## src/hw/lan_cfg_pkg.sv

```systemverilog
package lan_cfg_pkg;

  //////////////////////////////////////////////////////////////////////////////
  // Configuration-space byte offsets
  localparam logic [7:0] ROM_BASE_OFS     = 8'h30;
  localparam logic [7:0] IRQ_WORD_OFS     = 8'h3C;
  localparam logic [7:0] LAN_CTRL_OFS     = 8'h40;
  localparam logic [7:0] STRAP_OFS        = 8'h44;
  localparam logic [7:0] PROM_BANG_OFS    = 8'h48;

  //////////////////////////////////////////////////////////////////////////////
  // Values after reset and fixed read values
  localparam logic [7:0] IRQ_LINE_RST     = 8'h00;
  localparam logic [7:0] IRQ_PIN_VAL      = 8'h01;
  localparam logic [7:0] MIN_GNT_RST      = 8'h01;
  localparam logic [7:0] MAX_LAT_RST      = 8'h00;
  localparam logic [1:0] TOPO_RST         = 2'h1;
  localparam logic [1:0] CLK_DIV_RST      = 2'h1;
  localparam logic [4:0] CTRL_FIXED_VAL   = 5'h09;
  localparam logic [3:0] PSEUDO_DMA_CODE  = 4'hF;

  //////////////////////////////////////////////////////////////////////////////
  // Field positions in lan_subsystem_control
  localparam int CTRL_INT_LSB    = 4;
  localparam int CTRL_TOPO_LSB   = 8;
  localparam int CTRL_CONN_BIT   = 10;
  localparam int CTRL_FIXED_LSB  = 11;
  localparam int CTRL_SLEEP_BIT  = 16;
  localparam int CTRL_ROMPG_BIT  = 17;
  localparam int CTRL_DIV_LSB    = 19;
  localparam int CTRL_APAR_BIT   = 28;
  localparam int CTRL_DPAR_BIT   = 29;
  localparam int CTRL_RETRY_BIT  = 30;
  localparam int CTRL_SRST_BIT   = 31;

  // Field positions in serial_prom_bitbang
  localparam int PROM_CRC_BIT    = 8;
  localparam int PROM_ABSENT_BIT = 7;
  localparam int PROM_CLK_BIT    = 6;
  localparam int PROM_DRV_BIT    = 5;
  localparam int PROM_DATA_BIT   = 4;

  //////////////////////////////////////////////////////////////////////////////
  // Timing
  localparam int CLK_PERIOD_NS          = 5;
  localparam int SUBSYSTEM_RESET_OUT_LOW_NS          = 14000;
  localparam logic [11:0] SUBSYSTEM_RESET_OUT_CYC    = 12'((SUBSYSTEM_RESET_OUT_LOW_NS + CLK_PERIOD_NS - 1)
                                              / CLK_PERIOD_NS);
  localparam logic [1:0] SRST_BIT_CYC   = 2'd3;  // Bit stands four cycles
  localparam logic [1:0] STRAP_SETTLE   = 2'd2;  // Synchroniser depth

endpackage : lan_cfg_pkg

```

## src/hw/pin_sync2.sv

```systemverilog
`timescale 1ns/10ps
module pin_sync2 #(
  parameter int W = 1
) (
  input  logic         i_clk,
  input  logic         i_sys_rst,
  input  logic [W-1:0] i_async,
  output logic [W-1:0] o_sync
);

  logic [W-1:0] meta_q;

  // Two-stage capture; first stage feeds only the second
  always_ff @(posedge i_clk or posedge i_sys_rst) begin
    if (i_sys_rst) begin
      meta_q <= '0;
      o_sync <= '0;
    end else begin
      meta_q <= i_async;
      o_sync <= meta_q;
    end
  end

endmodule : pin_sync2

```

## src/hw/proc_clk_div.sv

```systemverilog
`timescale 1ns/10ps
module proc_clk_div (
  input  logic       i_clk,
  input  logic       i_sys_rst,
  input  logic [1:0] i_div_code,
  input  logic       i_sleep,
  output logic       o_clk_out
);

  logic [1:0] cnt_q;
  logic [1:0] cnt_d;
  logic [1:0] last_w;
  logic [1:0] hi_len_w;
  logic       out_d;

  // Period is code+1 cycles, two for code 0; high phase is the longer half
  assign last_w   = i_div_code;
  assign hi_len_w = 2'((3'(i_div_code) + 3'd2) >> 1);
  assign cnt_d    = (cnt_q >= last_w) ? 2'd0 : cnt_q + 2'd1;
  // Divide-by-one cannot leave a flop; it toggles each edge instead
  assign out_d    = i_sleep ? 1'b1 :
                    (i_div_code == 2'd0) ? ~o_clk_out : (cnt_d < hi_len_w);

  always_ff @(posedge i_clk or posedge i_sys_rst) begin
    if (i_sys_rst) begin
      cnt_q     <= 2'd0;
      o_clk_out <= 1'b0;
    end else begin
      cnt_q     <= i_sleep ? 2'd0 : cnt_d;
      o_clk_out <= out_d;
    end
  end

endmodule : proc_clk_div

```

## src/hw/lan_cfg_regs.sv

```systemverilog
`timescale 1ns/10ps
// Contract
// - ROM base keeps bits 31:16 and bit 0; bits 15:1 read zero.
// - Interrupt line is 8-bit read/write, reset zero, low nibble forwarded.
// - Interrupt pin reads constant one.
// - Minimum grant loaded from prom download, one when prom absent.
// - Maximum latency loaded from prom download, zero when prom absent.
// - Control bits 3:0 are channel, mirrored; all-ones means pseudo-DMA.
// - Control bits 7:4 read-only echo of interrupt line low nibble.
// - Control bits 9:8 topology code, reset 01, mirrored to compat.
// - Control bit 10 drives connector pin, reset zero.
// - Sleep bit 16 holds processor clock high; clearing resumes clocking.
// - Bit 17 selects paged 14-bit ROM addressing; reset full 16-bit.
// - Bits 20:19 divide processor clock by code+1 (2..4), code 0 also by two; reset divide two.
// - Bit 28 sets on target address parity error; reset zero.
// - Bit 29 sets on master data parity error; reset zero.
// - Bit 30 sets on master retry limit exceeded; reset zero.
// - Writing bit 31 drives subsystem reset low at least 14 us.
// - Software reset bit clears itself four clocks after set.
// - Control bits 15:11 read 0x09; bit 18 reads zero.
// - Strap pins captured into board register at reset release; upper zero.
// - Prom CRC failure sets crc flag and absent flag together.
// - Absent flag sets on data pin low at reset or checksum failure.
// - Bit 6 drives prom clock; bit 5 with bit 4 zero drives the data pin low; bit 4 one releases it.
// - Bus-master enable falling with auto control clear triggers software reset.
module lan_cfg_regs (
  input  logic        i_clk,
  input  logic        i_sys_rst,
  input  logic        i_cfg_wr,
  input  logic        i_cfg_rd,
  input  logic [7:0]  i_cfg_addr,
  input  logic [3:0]  i_cfg_be,
  input  logic [31:0] i_cfg_wdata,
  output logic [31:0] o_cfg_rdata,
  output logic        o_cfg_ack,
  input  logic        i_bus_master_en,
  input  logic        i_auto_subsystem_reset_out_off,
  input  logic        i_addr_parity_err,
  input  logic        i_master_data_parity_err,
  input  logic        i_retry_expired,
  input  logic        i_prom_load_done,
  input  logic        i_prom_crc_fail,
  input  logic [7:0]  i_prom_min_grant,
  input  logic [7:0]  i_prom_max_latency,
  input  logic [7:0]  i_rom_addr_straps,
  input  logic        i_prom_data_pin,
  output logic        o_prom_data_pin,
  output logic        o_prom_data_pin_oe,
  output logic        o_prom_clock_pin,
  output logic        o_processor_clock_out,
  output logic        o_subsystem_reset_out_n,
  output logic        o_connector_type_pin,
  output logic        o_rom_page_mode,
  output logic        o_pseudo_dma,
  output logic [15:0] o_compat_cfg
);

  //////////////////////////////////////////////////////////////////////////////
  // Storage
  logic [15:0] rom_base_hi_q;
  logic        rom_dec_en_q;
  logic [7:0]  irq_line_q;
  logic [7:0]  min_grant_q;
  logic [7:0]  max_latency_q;
  logic [3:0]  dma_chan_q;
  logic [1:0]  topo_q;
  logic        conn_q;
  logic        sleep_q;
  logic        rom_page_q;
  logic [1:0]  clk_div_q;
  logic        addr_par_q;
  logic        data_par_q;
  logic        retry_q;
  logic        srst_bit_q;
  logic [1:0]  srst_bit_cnt_q;
  logic [11:0] srst_cnt_q;
  logic [7:0]  strap_q;
  logic        strap_done_q;
  logic [1:0]  strap_cnt_q;
  logic        prom_crc_q;
  logic        prom_absent_q;
  logic        prom_clk_q;
  logic        prom_drv_q;
  logic        prom_data_q;
  logic        bm_en_q;
  logic [11:0] low_len_q;
  logic [7:0]  straps_sync;
  logic        prom_pin_sync;

  //////////////////////////////////////////////////////////////////////////////
  // Address decode and write strobes
  wire hit_rom   = (i_cfg_addr == lan_cfg_pkg::ROM_BASE_OFS);
  wire hit_irq   = (i_cfg_addr == lan_cfg_pkg::IRQ_WORD_OFS);
  wire hit_ctrl  = (i_cfg_addr == lan_cfg_pkg::LAN_CTRL_OFS);
  wire hit_strap = (i_cfg_addr == lan_cfg_pkg::STRAP_OFS);
  wire hit_prom  = (i_cfg_addr == lan_cfg_pkg::PROM_BANG_OFS);
  wire wr_rom    = i_cfg_wr & hit_rom;
  wire wr_irq    = i_cfg_wr & hit_irq;
  wire wr_ctrl   = i_cfg_wr & hit_ctrl;
  wire wr_prom   = i_cfg_wr & hit_prom;

  // Software reset request: bit 31 write, or bus-master enable falling while the auto-reset-off input is clear
  wire bm_fall   = bm_en_q & ~i_bus_master_en & ~i_auto_subsystem_reset_out_off;
  wire srst_wr   = wr_ctrl & i_cfg_be[3] & i_cfg_wdata[lan_cfg_pkg::CTRL_SRST_BIT];
  wire srst_req  = srst_wr | bm_fall;
  wire strap_cap = ~strap_done_q & (strap_cnt_q == lan_cfg_pkg::STRAP_SETTLE);

  // Data bit reads the pin unless the drive bit is set; then it reads the written data bit
  wire prom_data_rd = prom_drv_q ? prom_data_q : prom_pin_sync;

  //////////////////////////////////////////////////////////////////////////////
  // Read-back images
  wire [31:0] rom_img  = {rom_base_hi_q, 15'h0000, rom_dec_en_q};
  wire [31:0] irq_img  = {max_latency_q, min_grant_q,
                          lan_cfg_pkg::IRQ_PIN_VAL, irq_line_q};
  wire [31:0] ctrl_img = {srst_bit_q, retry_q, data_par_q, addr_par_q,
                          7'h00, clk_div_q, 1'b0, rom_page_q, sleep_q,
                          lan_cfg_pkg::CTRL_FIXED_VAL, conn_q, topo_q,
                          irq_line_q[3:0], dma_chan_q};
  wire [31:0] strp_img = {24'h000000, strap_q};
  wire [31:0] prom_img = {23'h000000, prom_crc_q, prom_absent_q, prom_clk_q,
                          prom_drv_q, prom_data_rd, 4'h0};
  wire [31:0] rd_mux   = hit_rom   ? rom_img  :
                         hit_irq   ? irq_img  :
                         hit_ctrl  ? ctrl_img :
                         hit_strap ? strp_img :
                         hit_prom  ? prom_img : 32'h00000000;

  //////////////////////////////////////////////////////////////////////////////
  // Pin synchronisers
  pin_sync2 #(.W(8)) u_strap_sync (
    .i_clk     (i_clk),
    .i_sys_rst (i_sys_rst),
    .i_async   (i_rom_addr_straps),
    .o_sync    (straps_sync)
  );

  pin_sync2 #(.W(1)) u_prom_sync (
    .i_clk     (i_clk),
    .i_sys_rst (i_sys_rst),
    .i_async   (i_prom_data_pin),
    .o_sync    (prom_pin_sync)
  );

  // Processor clock generator
  proc_clk_div u_proc_clk (
    .i_clk      (i_clk),
    .i_sys_rst  (i_sys_rst),
    .i_div_code (clk_div_q),
    .i_sleep    (sleep_q),
    .o_clk_out  (o_processor_clock_out)
  );

  //////////////////////////////////////////////////////////////////////////////
  // ROM base and interrupt word
  always_ff @(posedge i_clk or posedge i_sys_rst) begin
    if (i_sys_rst) begin
      rom_base_hi_q <= 16'h0000;
      rom_dec_en_q  <= 1'b0;
      irq_line_q    <= lan_cfg_pkg::IRQ_LINE_RST;
    end else begin
      if (wr_rom & i_cfg_be[0]) rom_dec_en_q <= i_cfg_wdata[0];
      if (wr_rom & i_cfg_be[2]) rom_base_hi_q[7:0] <= i_cfg_wdata[23:16];
      if (wr_rom & i_cfg_be[3]) rom_base_hi_q[15:8] <= i_cfg_wdata[31:24];
      if (wr_irq & i_cfg_be[0]) irq_line_q <= i_cfg_wdata[7:0];
    end
  end

  // Grant and latency from the prom download; defaults stand otherwise
  always_ff @(posedge i_clk or posedge i_sys_rst) begin
    if (i_sys_rst) begin
      min_grant_q   <= lan_cfg_pkg::MIN_GNT_RST;
      max_latency_q <= lan_cfg_pkg::MAX_LAT_RST;
    end else if (i_prom_load_done & ~i_prom_crc_fail & ~prom_absent_q) begin
      min_grant_q   <= i_prom_min_grant;
      max_latency_q <= i_prom_max_latency;
    end
  end

  //////////////////////////////////////////////////////////////////////////////
  // Writable control fields
  always_ff @(posedge i_clk or posedge i_sys_rst) begin
    if (i_sys_rst) begin
      dma_chan_q <= 4'h0;
      topo_q     <= lan_cfg_pkg::TOPO_RST;
      conn_q     <= 1'b0;
      sleep_q    <= 1'b0;
      rom_page_q <= 1'b0;
      clk_div_q  <= lan_cfg_pkg::CLK_DIV_RST;
    end else begin
      if (wr_ctrl & i_cfg_be[0]) dma_chan_q <= i_cfg_wdata[3:0];
      if (wr_ctrl & i_cfg_be[1]) begin
        topo_q <= i_cfg_wdata[lan_cfg_pkg::CTRL_TOPO_LSB +: 2];
        conn_q <= i_cfg_wdata[lan_cfg_pkg::CTRL_CONN_BIT];
      end
      if (wr_ctrl & i_cfg_be[2]) begin
        sleep_q    <= i_cfg_wdata[lan_cfg_pkg::CTRL_SLEEP_BIT];
        rom_page_q <= i_cfg_wdata[lan_cfg_pkg::CTRL_ROMPG_BIT];
        clk_div_q  <= i_cfg_wdata[lan_cfg_pkg::CTRL_DIV_LSB +: 2];
      end
    end
  end

  // Error flags are sticky; nothing but reset clears them
  always_ff @(posedge i_clk or posedge i_sys_rst) begin
    if (i_sys_rst) begin
      addr_par_q <= 1'b0;
      data_par_q <= 1'b0;
      retry_q    <= 1'b0;
    end else begin
      addr_par_q <= addr_par_q | i_addr_parity_err;
      data_par_q <= data_par_q | i_master_data_parity_err;
      retry_q    <= retry_q | i_retry_expired;
    end
  end

  //////////////////////////////////////////////////////////////////////////////
  // Software reset bit and subsystem reset pulse
  // A request while the pulse runs is absorbed, never shortened
  always_ff @(posedge i_clk or posedge i_sys_rst) begin
    if (i_sys_rst) begin
      bm_en_q        <= 1'b0;
      srst_bit_q     <= 1'b0;
      srst_bit_cnt_q <= 2'd0;
      srst_cnt_q     <= 12'd0;
    end else begin
      bm_en_q <= i_bus_master_en;
      if (srst_req & ~srst_bit_q) begin
        srst_bit_q     <= 1'b1;
        srst_bit_cnt_q <= 2'd0;
      end else if (srst_bit_q) begin
        srst_bit_cnt_q <= srst_bit_cnt_q + 2'd1;
        if (srst_bit_cnt_q == lan_cfg_pkg::SRST_BIT_CYC) srst_bit_q <= 1'b0;
      end
      if (srst_req & (srst_cnt_q == 12'd0)) begin
        srst_cnt_q <= lan_cfg_pkg::SUBSYSTEM_RESET_OUT_CYC;
      end else if (srst_cnt_q != 12'd0) begin
        srst_cnt_q <= srst_cnt_q - 12'd1;
      end
    end
  end

  //////////////////////////////////////////////////////////////////////////////
  // Strap and prom-presence capture after reset release
  always_ff @(posedge i_clk or posedge i_sys_rst) begin
    if (i_sys_rst) begin
      strap_q       <= 8'h00;
      strap_done_q  <= 1'b0;
      strap_cnt_q   <= 2'd0;
      prom_absent_q <= 1'b0;
      prom_crc_q    <= 1'b0;
    end else begin
      if (~strap_done_q) strap_cnt_q <= strap_cnt_q + 2'd1;
      if (strap_cap) begin
        strap_q      <= straps_sync;
        strap_done_q <= 1'b1;
      end
      if (strap_cap & ~prom_pin_sync) prom_absent_q <= 1'b1;
      if (i_prom_crc_fail) begin
        prom_crc_q    <= 1'b1;
        prom_absent_q <= 1'b1;
      end
    end
  end

  // Bit-bang port
  always_ff @(posedge i_clk or posedge i_sys_rst) begin
    if (i_sys_rst) begin
      prom_clk_q  <= 1'b0;
      prom_drv_q  <= 1'b0;
      prom_data_q <= 1'b0;
    end else if (wr_prom & i_cfg_be[0]) begin
      prom_clk_q  <= i_cfg_wdata[lan_cfg_pkg::PROM_CLK_BIT];
      prom_drv_q  <= i_cfg_wdata[lan_cfg_pkg::PROM_DRV_BIT];
      prom_data_q <= i_cfg_wdata[lan_cfg_pkg::PROM_DATA_BIT];
    end
  end

  //////////////////////////////////////////////////////////////////////////////
  // Registered outputs and bus answer
  always_ff @(posedge i_clk or posedge i_sys_rst) begin
    if (i_sys_rst) begin
      o_cfg_rdata             <= 32'h00000000;
      o_cfg_ack               <= 1'b0;
      o_prom_data_pin         <= 1'b0;
      o_prom_data_pin_oe      <= 1'b0;
      o_prom_clock_pin        <= 1'b0;
      o_subsystem_reset_out_n <= 1'b1;
      o_connector_type_pin    <= 1'b0;
      o_rom_page_mode         <= 1'b0;
      o_pseudo_dma            <= 1'b0;
      o_compat_cfg            <= 16'h0000;
    end else begin
      o_cfg_rdata             <= i_cfg_rd ? rd_mux : 32'h00000000;
      o_cfg_ack               <= i_cfg_rd | i_cfg_wr;
      o_prom_data_pin         <= prom_data_q;
      o_prom_data_pin_oe      <= prom_drv_q & ~prom_data_q;
      o_prom_clock_pin        <= prom_clk_q;
      o_subsystem_reset_out_n <= (srst_cnt_q == 12'd0);
      o_connector_type_pin    <= conn_q;
      o_rom_page_mode         <= rom_page_q;
      o_pseudo_dma            <= (dma_chan_q == lan_cfg_pkg::PSEUDO_DMA_CODE);
      o_compat_cfg            <= {4'h9, 1'b0, conn_q, topo_q,
                                  irq_line_q[3:0], dma_chan_q};
    end
  end

  //////////////////////////////////////////////////////////////////////////////
  // Checks
  // Helper: cycles the subsystem reset has stood low
  always_ff @(posedge i_clk or posedge i_sys_rst) begin
    if (i_sys_rst) low_len_q <= 12'd0;
    else if (o_subsystem_reset_out_n) low_len_q <= 12'd0;
    else if (low_len_q != 12'hFFF) low_len_q <= low_len_q + 12'd1;
  end
endmodule : lan_cfg_regs

```

## config.mk

```make
export PLATFORM = sky130hd
export DESIGN_NAME = lan_cfg_regs
export DESIGN_NICKNAME = d
export VERILOG_FILES = /design/src/hw/lan_cfg_pkg.sv /design/src/hw/pin_sync2.sv /design/src/hw/proc_clk_div.sv /design/src/hw/lan_cfg_regs.sv
export SDC_FILE = /design/constraint.sdc
export NUM_CORES = 1
export LEC_CHECK = 0
export BUFFER_PORTS_ARGS = -buffer_cell sky130_fd_sc_hd__buf_2
export CAP_MARGIN = 20
export CORE_UTILIZATION = 50
export CTS_CLUSTER_DIAMETER = 100
export DETAILED_ROUTE_END_ITERATION = 16
export PLACE_DENSITY = 0.73
export SYNTH_ARGS = -nofsm -noshare
export SYNTH_HDL_FRONTEND = slang
export SYNTH_SLANG_ARGS = --single-unit
```

## constraint.sdc

```tcl
create_clock -name i_clk -period 9.4 [get_ports i_clk]
set_input_delay 1.88 -clock i_clk [delete_from_list [all_inputs] [get_ports i_clk]]
set_output_delay 1.88 -clock i_clk [all_outputs]
set_load 0.03 [all_outputs]
```

=== Word-level counts from Yosys, hierarchy flattened ===
Cells that the tools add are included.

* Bits in registers: 160
* Output and inout bits: 57
* Word-level logic and storage cells: 121
* Bits of input ports: 80

* Bitwise gates (word level): 37
* Order comparisons: 2
* Add/subtract/negate cells: 5
* Mux-type cells: 20
* Reductions and logical operators: 6
* Eq/ne operators: 8

{| class="wikitable"
|+ Operator list
! cell !! count
|-
| $mux 32 || 4
|-
| $eq 8x7->1 const B || 3
|-
| $mux 12 || 2
|-
| $and 1x1->1 || 23
|-
| $mux 9 || 2
|-
| $eq 8x6->1 const B || 2
|-
| $logic_not 12->1 || 1
|-
| $reduce_bool 12->1 || 1
|-
| $sub 12x1->12 const B || 1
|-
| $not 1->1 || 9
|-
| $mux 1 || 8
|-
| $mux 2 || 4
|-
| $add 2x1->2 const B || 3
|-
| $reduce_bool 2->1 || 3
|-
| $or 1x1->1 || 5
|-
| $eq 2x2->1 const B || 2
|-
| $eq 4x4->1 const B || 1
|-
| $add 2x2->3 const B || 1
|-
| $ge 2x2->1 || 1
|-
| $logic_not 2->1 || 1
|-
| $lt 2x2->1 || 1
|}

=== Logic depth before layout (Yosys ltp) ===
* Word-level depth: 7
* Gate-level depth with buffers: 10
* Gate-level depth less buffers: 10

=== Modules after synthesis ===
A second synthesis with hierarchy kept.

* Cells, all modules: 476
* Area total of the unflattened synthesis: 6273.5 um2

{| class="wikitable"
|+ By module, submodules not included
! module !! times used !! cells each !! area an instance (um2)
|-
| lan_cfg_regs || 1 || 434 || 5601.6
|-
| pin_sync2 at u_strap_sync || 1 || 17 || 404.1
|-
| proc_clk_div || 1 || 22 || 214.0
|-
| pin_sync2 at u_prom_sync || 1 || 3 || 53.8
|}

=== Least setup slack after synthesis ===
Ideal clock, no wire load.

* Path type: input-to-reg
* From: in i_cfg_addr[3]
* To: reg rom_base_hi_q[10]
* Path slack: 5.827 ns
* Required time: 9.275 ns
* Arrival time: 3.448 ns
* Library setup time: 0.125 ns
* Stages: 7
* Cell sequence: buf_6 > or4_4 > nor3_4 > buf_6 > and3_4 > buf_8 > mux2_4

* Cells in the longest elaborated chain, start to end: 3

{| class="wikitable"
|+ RTL lines
! item !! RTL line !! RTL
|-
| from (decl) || lan_cfg_regs.sv:31 || <nowiki>input logic [7:0] i_cfg_addr,</nowiki>
|-
| $eq 8x6->1 || lan_cfg_regs.sv:92 || <nowiki>wire hit_rom = (i_cfg_addr == lan_cfg_pkg::ROM_BASE_OFS);</nowiki>
|-
| $and 1x1->1 || lan_cfg_regs.sv:97 || <nowiki>wire wr_rom = i_cfg_wr & hit_rom;</nowiki>
|-
| $and 1x1->1 || lan_cfg_regs.sv:164 || <nowiki>if (wr_rom & i_cfg_be[3]) rom_base_hi_q[15:8] <= i_cfg_wdata[31:24];</nowiki>
|-
| to (signal assigned) || lan_cfg_regs.sv:164 ||
|-
| to (decl) || lan_cfg_regs.sv:60 || <nowiki>logic [15:0] rom_base_hi_q;</nowiki>
|}

Every way passes these cells.
A chain may end at the register's enable or synchronous reset.

=== Worst setup path after layout ===
* From: in i_cfg_addr[3]
* To: reg rom_base_hi_q[0]

* Cells in the longest elaborated chain, start to end: 3

{| class="wikitable"
|+ RTL lines
! item !! RTL line !! RTL
|-
| $eq 8x6->1 || lan_cfg_regs.sv:92 ||
|-
| $and 1x1->1 || lan_cfg_regs.sv:97 ||
|-
| $and 1x1->1 || lan_cfg_regs.sv:163 || <nowiki>if (wr_rom & i_cfg_be[2]) rom_base_hi_q[7:0] <= i_cfg_wdata[23:16];</nowiki>
|-
| to (signal assigned) || lan_cfg_regs.sv:163 ||
|}

Every way passes these cells.

==> flow_summary.yaml <==
sta:
  hold_violations: 0
  finalSetupViolCount: 0
  period_share_pct: 43.0
  setup-tns-final_ns: 0
  rsz0062_at_grt: "false"
  fin_crit_ns: 4.04
  fmax_ghz: 0.247
  slew_violations: 0
  finClkSkew_ns: 0.0134
  tightest_slew_ns: 0.963
  max_slew_margin_pct: 35.6
  fin_hold_ws_ns: 0.349
synth:
  syn_avg_cell_area_um2: 13.6
  netlist_area_um2: 6140
  yosysUniqueCellTypes: 51
  synthCells: 451
  synth_seq_cells: 155
  ys.warnings.count: 0
  ys_seq_area_share_pct: 63.3
  synth_edf_count: 0
  async_flop_share_pct: 100
  synth_flop_cell: "dfrtp_1"
clock_network:
  cts-resized-gates: 0
  postCtsHoldBufs: 0
  clkSlewWorstSetupHoldPaths_ns: 0.06
  clockRootBuffer: "clkbuf_16"
  cts_htree_levels: 4
  postCtsSetupBuffers: 0
  clock_path_buffers: 2
  cts_tree: "built"
  cts_inserted_buffers: 17
  clock_sinks: 155
  clk_latency_ns: 0.42
placed_design:
  hpwlAfterDp_um: 8680
  gp_congestion: 0.868
  dp.cells: 704
  portBuffers: 125
global_routing:
  grt_max_degree: 100
  antenna_found_initial: 1
  grt_pass1_wl_um: 21300
  grt_pass1_vias: 4177
  grt_use_total_pct: 22.2
  grt_overflow: 0
route:
  drt-pass1-iter-count: 4
  drt-initial-drc-count: 266
  vias: 4016
  ant_nets: 0
  via_per_inst: 5.46
  wl_um: 13000
  routedWlPerCell_um: 17.7
  drc_errors: 0
die:
  fp.dieW_um: 113
  die_area_um2: 12700
  io_pins: 137
  dieHeight_um: 113
  num_rows: 40
  start_util_pct: 51.1
  core_area_um2: 12000
critical_path:
  critPathSlowestCell: "nor3_4"
  cp.arrival_ns: 4.34
  reg2regPathDepth: 9
  critPathTopFamily: "simple AND/OR/NAND/NOR gates"
  cp-end-kind: "register"
  critPathKind: "primary input to register"
  path_max_fanout: 20
  reg2reg_slack_ns: 7.34
  cp_cell_sequence: "buf_2, or4_4, nor3_4, and3_1, mux2_2"
  start_kind: "primary input"
  path_buf_inv: 1
  r2r_end: "u_proc_clk.o_clk_out"
  worstPathRequired_ns: 9.70
  rr_startpoint: "clk_div_q[0]"
  slowest_delay_ns: 0.80
hold_path:
  hold_path.class: "register to register"
  holdPathStages: 0
  hold_path_end: "u_strap_sync.o_sync[6]"
  hp-start: "u_strap_sync.meta_q[6]"
pwr:
  ir_drop_v: 0.000161
  powerDensity_nw_per_um2: 201
  p_leak_uw: 0.00367
layout:
  nFillCells: 964
  nets: 663
  area_growth_pct: 21.1
  antenna_cells: 0
  fin_cells: 736
  final_common_cell: "dfrtp_1"
  mostFrequentLayoutCells: "151 x dfrtp_1, 125 x buf_2, 54 x mux2_2"
  layout-drive-gt1-share_pct: 41.9
outcome:
  outcome: "finished, final reports clean"
flow_run:
  maxCapViolations: 0
-- worst max-delay path by stage --
stage                  startpoint          endpoint  slack [ns]  depth (start not counted)
detailed placement  i_cfg_addr[3]  rom_base_hi_q[2]        4.93                          5
global placement    i_cfg_addr[3]  rom_base_hi_q[2]        4.97                          5
CTS                 i_cfg_addr[3]  rom_base_hi_q[0]        5.37                          5
floorplan               i_sys_rst        addr_par_q        3.35                          1
global route        i_cfg_addr[3]  rom_base_hi_q[4]        5.29                          5
finish              i_cfg_addr[3]  rom_base_hi_q[0]        5.36                          5
-- final cells by class --
type                            instances  area, µm²  area share, %
Clock buffer                           17        425           5.72
Clock inverter                         15        183           2.46
Inverter                                9       38.8          0.522
Multi-Input combinational cell        265       2070           27.8
Sequential cell                       155       3880           52.3
Tap cell                              147        184           2.47
Timing Repair Buffer                  128        648           8.72
-- worst register-to-register path: cells and delay by family, from the launching register on --
kind | cells | cell delay, ns
DFF | 1 | 0.58
AOI/OAI and AO/OA | 4 | 0.63
and+or+nand+nor | 3 | 0.34
adders and majority gates | 2 | 0.40
-- state kept, by name, summed over array words and instances, names as in the netlist, 4 cells and up --
| name | count |
|---|---|
| o_cfg_rdata | 28 |
| rom_base_hi_q | 16 |
| o_compat_cfg | 12 |
| srst_cnt_q | 12 |
| irq_line_q | 8 |
| max_latency_q | 8 |
| min_grant_q | 8 |
| strap_q | 8 |
| u_strap_sync.meta_q | 8 |
| u_strap_sync.o_sync | 8 |
| dma_chan_q | 4 |
-- logic make-up (layout without fill, tap and decap cells) --
group	after synthesis	in the layout	share of synthesized area, %
flops	155	155	63.3
simple gates	106	106	10.5
compound gates	72	72	7.73
mux	66	66	12.6
buf+inv	36	169	3.32
fa+ha+maj	7	7	1.43
xor+xnor	7	7	0.999
other cells	2	7	0.122
-- Yosys cell counts (7+ instances only) --
master | n | area (µm²)
dfrtp_1 | 151 | 3780
mux2_2 | 54 | 608
o21ai_0 | 26 | 130
nor2_1 | 22 | 82.6
a221oi_1 | 13 | 114
nand2_1 | 13 | 48.8
nor2b_1 | 12 | 75.1
a21oi_1 | 10 | 50.1
a22oi_1 | 10 | 75.1
buf_4 | 9 | 67.6
inv_1 | 9 | 33.8
mux2_4 | 9 | 135
clkbuf_1 | 8 | 30.0
nand2b_1 | 8 | 50.1
buf_2 | 7 | 35.0
ha_1 | 7 | 87.6
nand3_1 | 7 | 35.0
or2_2 | 7 | 43.8
-- where the power goes --
part | internal, µW | switching, µW | total, µW
Sequential | 692 | 16.1 | 708
Clock | 402 | 293 | 695
Combinational | 35.2 | 52.7 | 87.9
-- layer usage --
metal | share of wire (%) | routed length, µm | global-route usage [%]
met1 | 44 | 5690 | 28.6
met2 | 49 | 6390 | 35.4
met3 | 4.8 | 621 | 5.95
met4 | 2.2 | 282 | 9.96
met5 | 0.077 | 10 | 0
-- through the flow --
stage | power [µW] | area [µm²] | setup WS, ns | util, %
final | 1490 | 7430 | 5.36 | 61.9
after detailed placement | 809 | 6820 | 4.93 | 56.8
after floorplan | 773 | 6160 | 3.35 | -
after global placement | 804 | 6820 | 4.97 | 56.8
after global routing | 1540 | 7430 | 5.29 | 61.9
after CTS | 1510 | 7430 | 5.37 | 61.9
(Power assumes the default switching activity.)
